File: src/pkg/cyt_params.svh
// Timing figures, opcodes and address constants for the instruction cycle sequencer
`ifndef CYT_PARAMS_SVH
`define CYT_PARAMS_SVH

// Program byte counts
`define CYT_BYTES_1 2'h1
`define CYT_BYTES_2 2'h2
`define CYT_BYTES_3 2'h3

// Execution lengths in system clock cycles
`define CYT_CYC_1 4'h1
`define CYT_CYC_2 4'h2
`define CYT_CYC_3 4'h3
`define CYT_CYC_MUL 4'h4
`define CYT_CYC_DIV 4'h8

// Lowest direct address that lands in the special function registers
`define CYT_SFR_BASE 8'h80

// Opcodes that are checked by name
`define CYT_OP_MUL 8'hA4
`define CYT_OP_DIV 8'h84
`define CYT_OP_JC 8'h40
`define CYT_OP_PUSH 8'hC0
`define CYT_OP_POP 8'hD0
`define CYT_OP_CODE_PC 8'h83
`define CYT_OP_CODE_DP 8'h93
`define CYT_OP_XRD_DP 8'hE0
`define CYT_OP_XWR_DP 8'hF0
`define CYT_OP_MOV_DD 8'h85

`endif

File: src/pkg/cyt_pkg.sv
// Types shared by the instruction cycle sequencer and its operand mapper
package cyt_pkg;

    // Operand addressing class of an instruction
    typedef enum logic [1:0] {
        MD_NONE = 2'h0,
        MD_BANK = 2'h1,
        MD_IND = 2'h2,
        MD_DIR = 2'h3
    } cyt_mode_type;

    // Sequencer states, one-hot
    typedef enum logic [2:0] {
        ST_BOOT = 3'b001,
        ST_FETCH = 3'b010,
        ST_EXEC = 3'b100
    } cyt_state_type;

    // Decoded cost of one instruction
    typedef struct packed {
        logic known;
        logic cond;
        logic [1:0] bytes;
        logic [3:0] cycles;
        cyt_mode_type mode;
    } cyt_dec_type;

    // Resolved data location of the operand
    typedef struct packed {
        logic valid;
        logic is_sfr;
        logic [7:0] addr;
    } cyt_oper_type;

endpackage

File: src/cyt_operand_map.sv
// Maps an instruction operand to its internal data location
`timescale 1ns/10ps
`default_nettype none
`include "cyt_params.svh"

module cyt_operand_map
    import cyt_pkg::*;
(
    // Instruction being completed
    input wire logic [7:0] opcode,
    input wire cyt_mode_type mode,
    input wire logic [7:0] operand,
    // Active register bank
    input wire logic [1:0] bank_sel,
    // Resolved location
    output var cyt_oper_type oper
);

    // ****************************************
    // Address forming
    // ****************************************
    wire logic [7:0] bank_addr;
    wire logic [7:0] ptr_addr;

    assign bank_addr = {3'h0, bank_sel, opcode[2:0]};
    assign ptr_addr = {3'h0, bank_sel, 2'h0, opcode[0]};

    // Direct addresses split RAM and SFR space on the top half
    assign oper.valid = (mode != MD_NONE);
    assign oper.is_sfr = (mode == MD_DIR) && (operand >= `CYT_SFR_BASE);
    assign oper.addr = (mode == MD_BANK) ? bank_addr :
                       (mode == MD_IND) ? ptr_addr :
                       (mode == MD_DIR) ? operand : 8'h00;

endmodule // cyt_operand_map
`default_nettype wire

File: src/cyt_sequencer.sv
// Instruction decode and clock-cycle sequencer for the pipelined 8-bit core
//
// Behaviour
// - Execution is counted in single clock cycles, never in grouped machine cycles.
// - Most instructions take as many cycles as they have program bytes.
// - A conditional branch not taken ends one cycle earlier than when taken.
// - Two-operand arithmetic: bank register 1/1, direct or immediate 2/2.
// - Indirect arithmetic 1 byte 2 cycles; increment/decrement alike; pointer increment 1 cycle.
// - Multiply 4 cycles, divide 8 cycles, decimal adjust 1 cycle, one byte each.
// - Logic into accumulator: bank 1 cycle, others 2; result to direct 2/2.
// - Logic of immediate into direct byte takes three bytes, three cycles.
// - Accumulator-only operations take one byte and one cycle.
// - Moves: bank 1 cycle, direct/immediate 2/2, indirect 2, direct destination 3/3.
// - Loading the 16-bit data pointer takes three bytes, three cycles.
// - Code byte read into accumulator takes one byte, three cycles.
// - External data reads and writes take one byte, three cycles, either address width.
// - Stack push and pop of a direct byte take two bytes, two cycles.
// - Exchange with bank register 1 cycle; direct, indirect and nibble exchange 2.
// - Carry clear/set/complement 1 cycle; direct bit operations 2 bytes, 2 cycles.
// - Bank operand selects one of eight registers in the active bank.
// - Indirect operand address comes from the first two bank registers only.
// - Direct address lower half is data RAM, upper half special registers.
`timescale 1ns/10ps
`default_nettype none
`include "cyt_params.svh"

module cyt_sequencer
    import cyt_pkg::*;
(
    // Clock and reset
    input wire logic clk,
    input wire logic rst_n,
    // Program byte stream
    input wire logic [7:0] code_byte,
    input wire logic code_valid,
    output logic fetch_req,
    // Execution context
    input wire logic branch_taken,
    input wire logic [1:0] bank_sel,
    // Instruction status
    output logic instr_start,
    output logic instr_done,
    output logic [7:0] opcode,
    output logic [7:0] operand_byte,
    output logic [1:0] instr_bytes,
    output logic [3:0] instr_cycles,
    output logic branch_went,
    output logic op_known,
    output var cyt_oper_type oper
);

    // ****************************************
    // Short names for the timing figures
    // ****************************************
    localparam logic [1:0] B1 = `CYT_BYTES_1;
    localparam logic [1:0] B2 = `CYT_BYTES_2;
    localparam logic [1:0] B3 = `CYT_BYTES_3;
    localparam logic [3:0] C1 = `CYT_CYC_1;
    localparam logic [3:0] C2 = `CYT_CYC_2;
    localparam logic [3:0] C3 = `CYT_CYC_3;
    localparam cyt_dec_type DEC_IDLE = '{known: 1'b1, cond: 1'b0, bytes: `CYT_BYTES_1,
                                         cycles: `CYT_CYC_1, mode: MD_NONE};

    // ****************************************
    // Decode table
    // ****************************************

    // Build one table entry
    function automatic cyt_dec_type mk(input logic [1:0] b, input logic [3:0] c,
                                       input cyt_mode_type m, input logic j);
        mk = '{known: 1'b1, cond: j, bytes: b, cycles: c, mode: m};
    endfunction

    function automatic cyt_dec_type src(input logic [3:0] lo);
        if (lo[3]) begin
            src = mk(B1, C1, MD_BANK, 1'b0);
        end else if (lo[3:1] == 3'h3) begin
            src = mk(B1, C2, MD_IND, 1'b0);
        end else if (lo == 4'h5) begin
            src = mk(B2, C2, MD_DIR, 1'b0);
        end else begin
            src = mk(B2, C2, MD_NONE, 1'b0);
        end
    endfunction

    // Cost of any opcode; branches and calls outside this block are flagged unknown
    function automatic cyt_dec_type decode(input logic [7:0] op);
        logic [3:0] lo;
        logic ind;
        cyt_dec_type d;
        lo = op[3:0];
        ind = (lo[3:1] == 3'h3);
        d = mk(B1, C1, MD_NONE, 1'b0);
        case (op[7:4])
            4'h0, 4'h1: begin
                if (lo >= 4'h5) d = src(lo);
                else if (op == 8'h10) d = mk(B3, C3, MD_NONE, 1'b1);
                else if (lo == 4'h1 || lo == 4'h2) d.known = 1'b0;
            end
            // Add, add with carry, left rotates
            4'h2, 4'h3: begin
                if (lo >= 4'h4) d = src(lo);
                else if (lo == 4'h0) d = mk(B3, C3, MD_NONE, 1'b1);
                else if (lo != 4'h3) d.known = 1'b0;
            end
            4'h4, 4'h5, 4'h6: begin
                if (lo >= 4'h4) d = src(lo);
                else if (lo == 4'h0) d = mk(B2, C2, MD_NONE, 1'b1);
                else if (lo == 4'h2) d = mk(B2, C2, MD_DIR, 1'b0);
                else if (lo == 4'h3) d = mk(B3, C3, MD_DIR, 1'b0);
                else d.known = 1'b0;
            end
            4'h7: begin
                if (lo[3]) d = mk(B2, C2, MD_BANK, 1'b0);
                else if (ind) d = mk(B2, C2, MD_IND, 1'b0);
                else if (lo == 4'h5) d = mk(B3, C3, MD_DIR, 1'b0);
                else if (lo == 4'h0) d = mk(B2, C2, MD_NONE, 1'b1);
                else if (lo == 4'h2 || lo == 4'h4) d = mk(B2, C2, MD_NONE, 1'b0);
                else d.known = 1'b0;
            end
            4'h8: begin
                if (lo[3]) d = mk(B2, C2, MD_BANK, 1'b0);
                else if (ind) d = mk(B2, C2, MD_IND, 1'b0);
                else if (lo == 4'h5) d = mk(B3, C3, MD_DIR, 1'b0);
                else if (lo == 4'h4) d = mk(B1, `CYT_CYC_DIV, MD_NONE, 1'b0);
                else if (lo == 4'h3) d = mk(B1, C3, MD_NONE, 1'b0);
                else if (lo == 4'h2) d = mk(B2, C2, MD_NONE, 1'b0);
                else d.known = 1'b0;
            end
            4'h9: begin
                if (lo >= 4'h4) d = src(lo);
                else if (lo == 4'h0) d = mk(B3, C3, MD_NONE, 1'b0);
                else if (lo == 4'h2) d = mk(B2, C2, MD_NONE, 1'b0);
                else if (lo == 4'h3) d = mk(B1, C3, MD_NONE, 1'b0);
                else d.known = 1'b0;
            end
            // Moves from direct, multiply, pointer increment
            4'hA: begin
                if (lo[3]) d = mk(B2, C2, MD_BANK, 1'b0);
                else if (ind) d = mk(B2, C2, MD_IND, 1'b0);
                else if (lo == 4'h4) d = mk(B1, `CYT_CYC_MUL, MD_NONE, 1'b0);
                else if (lo == 4'h0 || lo == 4'h2) d = mk(B2, C2, MD_NONE, 1'b0);
                else if (lo == 4'h1) d.known = 1'b0;
            end
            // Compare-and-jump family
            4'hB: begin
                if (lo[3]) d = mk(B3, C3, MD_BANK, 1'b1);
                else if (ind) d = mk(B3, `CYT_CYC_MUL, MD_IND, 1'b1);
                else if (lo == 4'h5) d = mk(B3, `CYT_CYC_MUL, MD_DIR, 1'b1);
                else if (lo == 4'h4) d = mk(B3, C3, MD_NONE, 1'b1);
                else if (lo == 4'h0 || lo == 4'h2) d = mk(B2, C2, MD_NONE, 1'b0);
                else if (lo == 4'h1) d.known = 1'b0;
            end
            4'hC: begin
                if (lo >= 4'h5) d = src(lo);
                else if (lo == 4'h0) d = mk(B2, C2, MD_DIR, 1'b0);
                else if (lo == 4'h2) d = mk(B2, C2, MD_NONE, 1'b0);
                else if (lo == 4'h1) d.known = 1'b0;
            end
            4'hD: begin
                if (lo[3]) d = mk(B2, C2, MD_BANK, 1'b1);
                else if (ind) d = mk(B1, C2, MD_IND, 1'b0);
                else if (lo == 4'h5) d = mk(B3, C3, MD_DIR, 1'b1);
                else if (lo == 4'h0) d = mk(B2, C2, MD_DIR, 1'b0);
                else if (lo == 4'h2) d = mk(B2, C2, MD_NONE, 1'b0);
                else if (lo == 4'h1) d.known = 1'b0;
            end
            // External data moves, accumulator clear and complement, moves
            default: begin
                if (lo >= 4'h5) d = src(lo);
                else if (lo == 4'h0) d = mk(B1, C3, MD_NONE, 1'b0);
                else if (lo == 4'h2 || lo == 4'h3) d = mk(B1, C3, MD_IND, 1'b0);
                else if (lo == 4'h1) d.known = 1'b0;
            end
        endcase
        decode = d;
    endfunction

    // ****************************************
    // Sequencer state
    // ****************************************
    cyt_state_type state;
    cyt_state_type next_state;
    cyt_dec_type dec;
    logic [3:0] cyc_n;
    logic [1:0] byte_n;

    wire cyt_dec_type dec_now;
    wire cyt_dec_type cur_dec;
    wire logic take_op;
    wire logic need_byte;
    wire logic advance;
    wire logic [3:0] cur_n;
    wire logic at_base;
    wire logic finish;
    wire logic [1:0] next_byte_n;
    wire logic [3:0] next_cyc_n;
    wire logic [7:0] next_opcode;
    wire logic [7:0] next_operand;
    wire logic next_fetch_req;
    wire cyt_oper_type next_oper;

    assign dec_now = decode(code_byte);
    // Opcode taken only while the memory offers a byte
    assign take_op = (state == ST_FETCH) && code_valid;
    // One program byte per cycle until all are in
    assign need_byte = (state == ST_EXEC) && (byte_n < dec.bytes);
    // A missing operand byte stalls; the cycle is not counted
    assign advance = (state == ST_EXEC) && (!need_byte || code_valid);
    assign cur_dec = take_op ? dec_now : dec;
    assign cur_n = take_op ? C1 : cyc_n;
    assign at_base = (cur_n == cur_dec.cycles);

    assign finish = (take_op || advance) &&
                    ((at_base && !(cur_dec.cond && branch_taken)) ||
                     (cur_n == 4'(cur_dec.cycles + C1)));

    assign next_cyc_n = take_op ? C2 : advance ? 4'(cyc_n + C1) : cyc_n;
    assign next_byte_n = take_op ? B1 : (advance && need_byte) ? 2'(byte_n + B1) : byte_n;
    assign next_opcode = take_op ? code_byte : opcode;
    // Second program byte is the operand that the mapper resolves
    assign next_operand = (advance && need_byte && byte_n == B1) ? code_byte : operand_byte;
    assign next_fetch_req = (next_state == ST_FETCH) ||
                            ((next_state == ST_EXEC) && (next_byte_n < cur_dec.bytes));

    // Next state
    always_comb begin
        case (state)
            ST_BOOT: next_state = ST_FETCH;
            ST_FETCH: next_state = (take_op && !finish) ? ST_EXEC : ST_FETCH;
            ST_EXEC: next_state = finish ? ST_FETCH : ST_EXEC;
            default: next_state = ST_BOOT;
        endcase
    end

    // Operand location, resolved ahead of the completion edge
    cyt_operand_map u_map (
        .opcode(next_opcode),
        .mode(cur_dec.mode),
        .operand(next_operand),
        .bank_sel(bank_sel),
        .oper(next_oper)
    );

    always_ff @(posedge clk or negedge rst_n) begin
        if (!rst_n) begin
            state <= ST_BOOT;
            dec <= DEC_IDLE;
            cyc_n <= C1;
            byte_n <= B1;
        end else begin
            state <= next_state;
            dec <= cur_dec;
            cyc_n <= next_cyc_n;
            byte_n <= next_byte_n;
        end
    end

    // Status outputs, all registered so they stand for a whole cycle
    always_ff @(posedge clk or negedge rst_n) begin
        if (!rst_n) begin
            fetch_req <= 1'b0;
            instr_start <= 1'b0;
            instr_done <= 1'b0;
            opcode <= 8'h00;
            operand_byte <= 8'h00;
        end else begin
            fetch_req <= next_fetch_req;
            instr_start <= take_op;
            instr_done <= finish;
            opcode <= next_opcode;
            operand_byte <= next_operand;
        end
    end

    // Completion record, held until the next instruction ends
    always_ff @(posedge clk or negedge rst_n) begin
        if (!rst_n) begin
            instr_bytes <= 2'h0;
            instr_cycles <= 4'h0;
            branch_went <= 1'b0;
            op_known <= 1'b0;
            oper <= '0;
        end else if (finish) begin
            instr_bytes <= cur_dec.bytes;
            instr_cycles <= cur_n;
            branch_went <= !at_base;
            op_known <= cur_dec.known;
            oper <= next_oper;
        end
    end
endmodule // cyt_sequencer
`default_nettype wire

File: config.mk
export PLATFORM = sky130hd
export DESIGN_NAME = cyt_sequencer
export DESIGN_NICKNAME = d
export VERILOG_FILES = /design/src/pkg/cyt_pkg.sv /design/src/cyt_operand_map.sv /design/src/cyt_sequencer.sv
export VERILOG_INCLUDE_DIRS = /design/src /design/src/pkg
export SDC_FILE = /design/constraint.sdc
export NUM_CORES = 1
export LEC_CHECK = 0
export ABC_AREA = 1
export CORE_UTILIZATION = 65
export CTS_CLUSTER_DIAMETER = 200
export DETAILED_ROUTE_END_ITERATION = 7
export DONT_BUFFER_PORTS = 1
export PLACE_DENSITY = 0.8
export SLEW_MARGIN = 20
export SYNTH_ARGS = -nofsm -noshare
export SYNTH_HDL_FRONTEND = slang
export SYNTH_SLANG_ARGS = --single-unit
File: constraint.sdc
create_clock -name clk -period 4.4 [get_ports clk]
set_input_delay 0.22 -clock clk [delete_from_list [all_inputs] [get_ports clk]]
set_output_delay 0.22 -clock clk [all_outputs]
set_load 0.02 [all_outputs]
# == Word-level counts from Yosys, hierarchy flattened ==
# Index checks and enable logic that the tools add are counted.
# totals
mem_bits_ro,0
latchBits,0
mem_bits_rw,0
reg_bits,56
mem_count,0
out_inout_bits,37
# op_classes
magnitude_cmp,5
div_mod_pow,0
bitwise_logic,0
reduce_logical,30
n_addsub,3
n_mul,0
shift,0
mux,68
n_eq_ne,32
# ops
op,count
2-to-1 mux 10 bit,34
one-hot mux 10 bit (10 select lines),1
2-to-1 mux 8 bit,8
"equality test 4 x 3 -> 1 bit, second input constant",6
"equality test 4 bit, second input constant",6
2-to-1 mux 4 bit,5
2-to-1 mux 9 bit,2
"equality test 4 x 2 -> 1 bit, second input constant",4
logical AND 1 bit,11
2-to-1 mux 1 bit,11
"equality test 3 x 2 -> 1 bit, second input constant",3
2-to-1 mux 3 bit,3
one-hot mux 3 bit (3 select lines),1
"adder 4 x 1 -> 4 bit, second input constant",2
"equality test 4 x 1 -> 1 bit, second input constant",2
equality test 4 bit,2
"equality test 8 x 5 -> 1 bit, second input constant",1
">= comparator 4 x 3 -> 1 bit, second input constant",2
">= comparator 8 bit, second input constant",1
logical NOT 4 bit,2
logical OR 1 bit,8
"equality test 3 bit, second input constant",2
2-to-1 mux 2 bit,3
"equality test 2 x 1 -> 1 bit, second input constant",2
other kinds (9),16

# == Logic depth before layout (Yosys ltp) ==
# logic_depth
depth_word,21
ltp_mapped,25
depth_no_buf,23

# == Cells and area by module ==
# A second synthesis with hierarchy kept.
# hier_totals
hier_cells,465
hier_area_um2,3432.0
# modules_own_cells
module,cells_each,seq_area_each_um2,n_inst,area_each_um2
cyt_sequencer,432,1408.9,1,3260.6
cyt_operand_map,33,0.0,1,171.4

# == Worst setup path before layout ==
# No wires, ideal clock.
# synth_timing
path_type,flip-flop to flip-flop
startpoint,register state[2]
endpoint,register fetch_req
arrival_time_ps,2404
slack_ps,1867
setup_ps,129
period_less_slack_ps,2533
path_stages_with_launch,20
cell_sequence,dfrtp_1 -> inv_1 -> nand3_2 -> nor2_8 -> inv_2 -> buf_6 -> a21oi_1 -> nand2_1 -> ha_1 -> xnor2_1 -> nand2_1 -> nand2_1 -> nand2_1 -> a21oi_1 -> nand3_1 -> nand2_2 -> nand2_4 -> buf_4 -> nand3_1 -> nand3_1
# synth_lines
item,line_no,rtl
start: declaration,cyt_sequencer.sv:182,cyt_state_type state;
start signal: assignment,cyt_sequencer.sv:252,state <= next_state;
end signal: assignment,cyt_sequencer.sv:268,fetch_req <= next_fetch_req;
end: declaration,cyt_sequencer.sv:36,"output logic fetch_req,"

==> results.cfg <==
[drt]
wl_per_cell_um = 16.6
drt_iter0_markers = 272
met2_wirelength_um = 4200
route.met3.wl_um = 787
wirelength_met1_um = 3540
remaining_drc_errors = 0
wirelength_um = 8730
drt-vias-per-instance = 5.88
antenna_left = 0
top_layer_used = met4
num_vias = 3100
dr.pass1.iters = 5

[final_layout]
finalNetCount = 478
antenna-diode-count = 0
drive_above_1_share_pct = 10.9
layout_common_cells = nand2_1, dfrtp_1, nor2_1, inv_1, nand3_1
layoutNonFillerInstCount = 527
area_growth_pct = 4.24
final_core_util_pct = 72.1
layout_commonest_cell = nand2_1

[floorplanning]
num_io_pins = 51
die_area_sq_um = 5410
chipWidth_um = 73.6
coreArea_sq_um = 4820
rows = 25
initial_utilization_pct = 69.1
dieHeight_um = 73.6

[worst_hold_path]
holdPathEnd = opcode[7]$_DFFE_PN0P_
worstHoldStart = code_byte[7]
min_path_type = in -> reg
hold_depth = 2

[cts]
htree_levels = 2
insertion_delay_ns = 0.31
cts_buffer_depth = 2
cts_num_sinks = 56
clkSlewWorstSetupHoldPaths_ns = 0.11
cts.repair.resized = 0
cts_tree = yes
numCtsBuffers = 5
cts_root_buf = clkbuf_8

[grt]
antenna_found_initial = 0
grt_pass1_vias = 2845
overflow = 0
grt_max_degree = 57
grt_use_total_pct = 33.3
grt_first_pass_wirelength_um = 13600

[critical_path]
cp_max_fo = 41
r2r_start = state[0]$_DFF_PN1_
start_kind = flop
worst_r2r_endpoint = op_known$_DFFE_PN0P_
rrSetupSlack_ns = 1.07
required_ns = 4.65
cp.arrival_ns = 3.58
reg2reg_depth = 19
endpoint_kind = flop
path_class = reg -> reg

[synth]
avgSynthCellArea_sq_um = 7.22
synth-warning-count = 0
async_reset_ff_share_pct = 100
synth.cell_area_sq_um = 3330
ys_seq_area_share_pct = 42.3
synthCells = 461
synth_nets = 480
synth-seq-cells = 56
synthFlopType = dfrtp_1
synth_edf_count = 0
synth_cell_types = 39

[timing]
rsz0062_at_grt = no
finalMaxSlewViolations = 0
finClkSkew_ns = 0.0121
clock.fmax_mhz = 301
fin_ws_ns = 1.07
hold_violations = 0
post-route-period-util_pct = 75.6
setup-tns-final_ns = 0
whs_ns = 0.117
tightest_slew_ns = 0.647
min_period_ns = 3.33
max_slew_margin_pct = 56.8
setup_viol = 0

[placement]
place_inst = 517
place_ws_ns = 1.16
hpwl_um = 6550
portBuffers = 0
gp_congestion = 0.982

[job]
cap_violations = 0

[outcome]
outcome = finished clean

[power]
ir_drop_uv = 501
p_leak_nw = 1.83
p_per_area_nw_per_um2 = 602
-- report_power, final --
part	internal [W]	switching, W
combinational	0.000254	0.000510
sequential	0.000734	0.000301
clock	0.000114	0.000176
total	0.00110	0.000988
-- final cells by class --
type / count / area (sq um)
Tap cell: 67 / 83.8
Timing Repair Buffer: 2 / 37.5
Sequential cell: 56 / 1410
Multi-Input combinational cell: 347 / 1680
Fill cell: 412 / 1350
Clock buffer: 5 / 68.8
Inverter: 47 / 176
Clock inverter: 3 / 21.3
-- cell families (layout without fill, tap and decap cells) --
group / after synthesis / count (layout) / synth area share [%]
buf+inv: 58 / 57 / 7.40
xor+xnor: 4 / 4 / 1.05
fa+ha+maj: 5 / 5 / 1.88
compound gates: 72 / 72 / 12.3
simple gates: 266 / 266 / 35.1
flops: 56 / 56 / 42.3
-- worst max-delay path, stage by stage (launching register included) --
cell and delay [ns]:
dfstp_2 0.55, inv_1 0.05, nand3_2 0.14, nor2_8 0.07, inv_2 0.49, nor2_1 0.21
nand2_2 0.15, nand2_1 0.10, ha_1 0.25, xor2_1 0.15, nand2_1 0.06, nand2_1 0.07
nand2_1 0.04, a21oi_1 0.11, nand3_1 0.10, nand2_2 0.12, nand2_4 0.18, inv_2 0.23
nand2_1 0.09, nand2_1 0.09
-- synth_stat cells, types with 2 or more instances --
library cell | n | area (sq um)
o21ai_2 | 2 | 17.5
inv_1 | 37 | 139
o21a_1 | 2 | 15.0
nand3b_1 | 3 | 22.5
a21oi_1 | 18 | 90.1
buf_4 | 3 | 22.5
buf_2 | 2 | 10.0
o21ai_1 | 5 | 25.0
nor3_1 | 5 | 25.0
nand3_2 | 3 | 30.0
nor2_4 | 3 | 33.8
ha_1 | 5 | 62.6
xor2_1 | 3 | 26.3
nand2_1 | 156 | 586
a22oi_1 | 2 | 15.0
nor2_1 | 44 | 165
nor2_2 | 5 | 31.3
o21ai_0 | 30 | 150
nand3_1 | 33 | 165
o211ai_1 | 4 | 30.0
dfstp_2 | 6 | 158
clkbuf_1 | 4 | 15.0
nand2_2 | 9 | 56.3
buf_6 | 2 | 22.5
dfrtp_1 | 50 | 1250
o22ai_1 | 3 | 18.8
inv_2 | 10 | 37.5
-- worst max path at each step --
stage	startpoint	to	slack, ns
floorplan	state[2]$_DFF_PN0_	fetch_req$_DFF_PN0_	1.87
finish	state[0]$_DFF_PN1_	op_known$_DFFE_PN0P_	1.07
global placement	state[0]$_DFF_PN1_	state[2]$_DFF_PN0_	1.34
detailed placement	state[0]$_DFF_PN1_	op_known$_DFFE_PN0P_	1.16
global route	state[0]$_DFF_PN1_	op_known$_DFFE_PN0P_	0.78
CTS	state[0]$_DFF_PN1_	op_known$_DFFE_PN0P_	1.13
-- registers in the layout, summed over array words and instances, names as in the netlist, 2 cells and up --
| signal | cells |
|---|---|
| byte_n | 2 |
| cyc_n | 4 |
| dec | 10 |
| instr_bytes | 2 |
| instr_cycles | 4 |
| opcode | 8 |
| oper | 10 |
| operand_byte | 8 |
| state | 3 |
-- per-layer routing --
| layer | global-route usage, % | vias to the layer above |
|---|---|---|
| met5 | 0 | - |
| met4 | 11.3 | 0 |
| met3 | 7.68 | 21 |
| met2 | 53.1 | 171 |
| met1 | 44.9 | 1426 |
| li1 | - | 1482 |
-- metrics by stage --
step / area [sq um] / total power, W
floorplan: 3330 / 0.00160
global placement: 3340 / 0.00174
detailed placement: 3340 / 0.00178
global route: 3470 / 0.00223
finish: 3470 / 0.00209
CTS: 3470 / 0.00208
-- repair_timing --
item	4_1_cts	5_1_grt
setup endpoints to repair	0	0
hold buffers	2	0
endpoints found under the hold margin	56	0
setup buffers	0	0
Note: power is estimated with default switching activity, not from simulation.
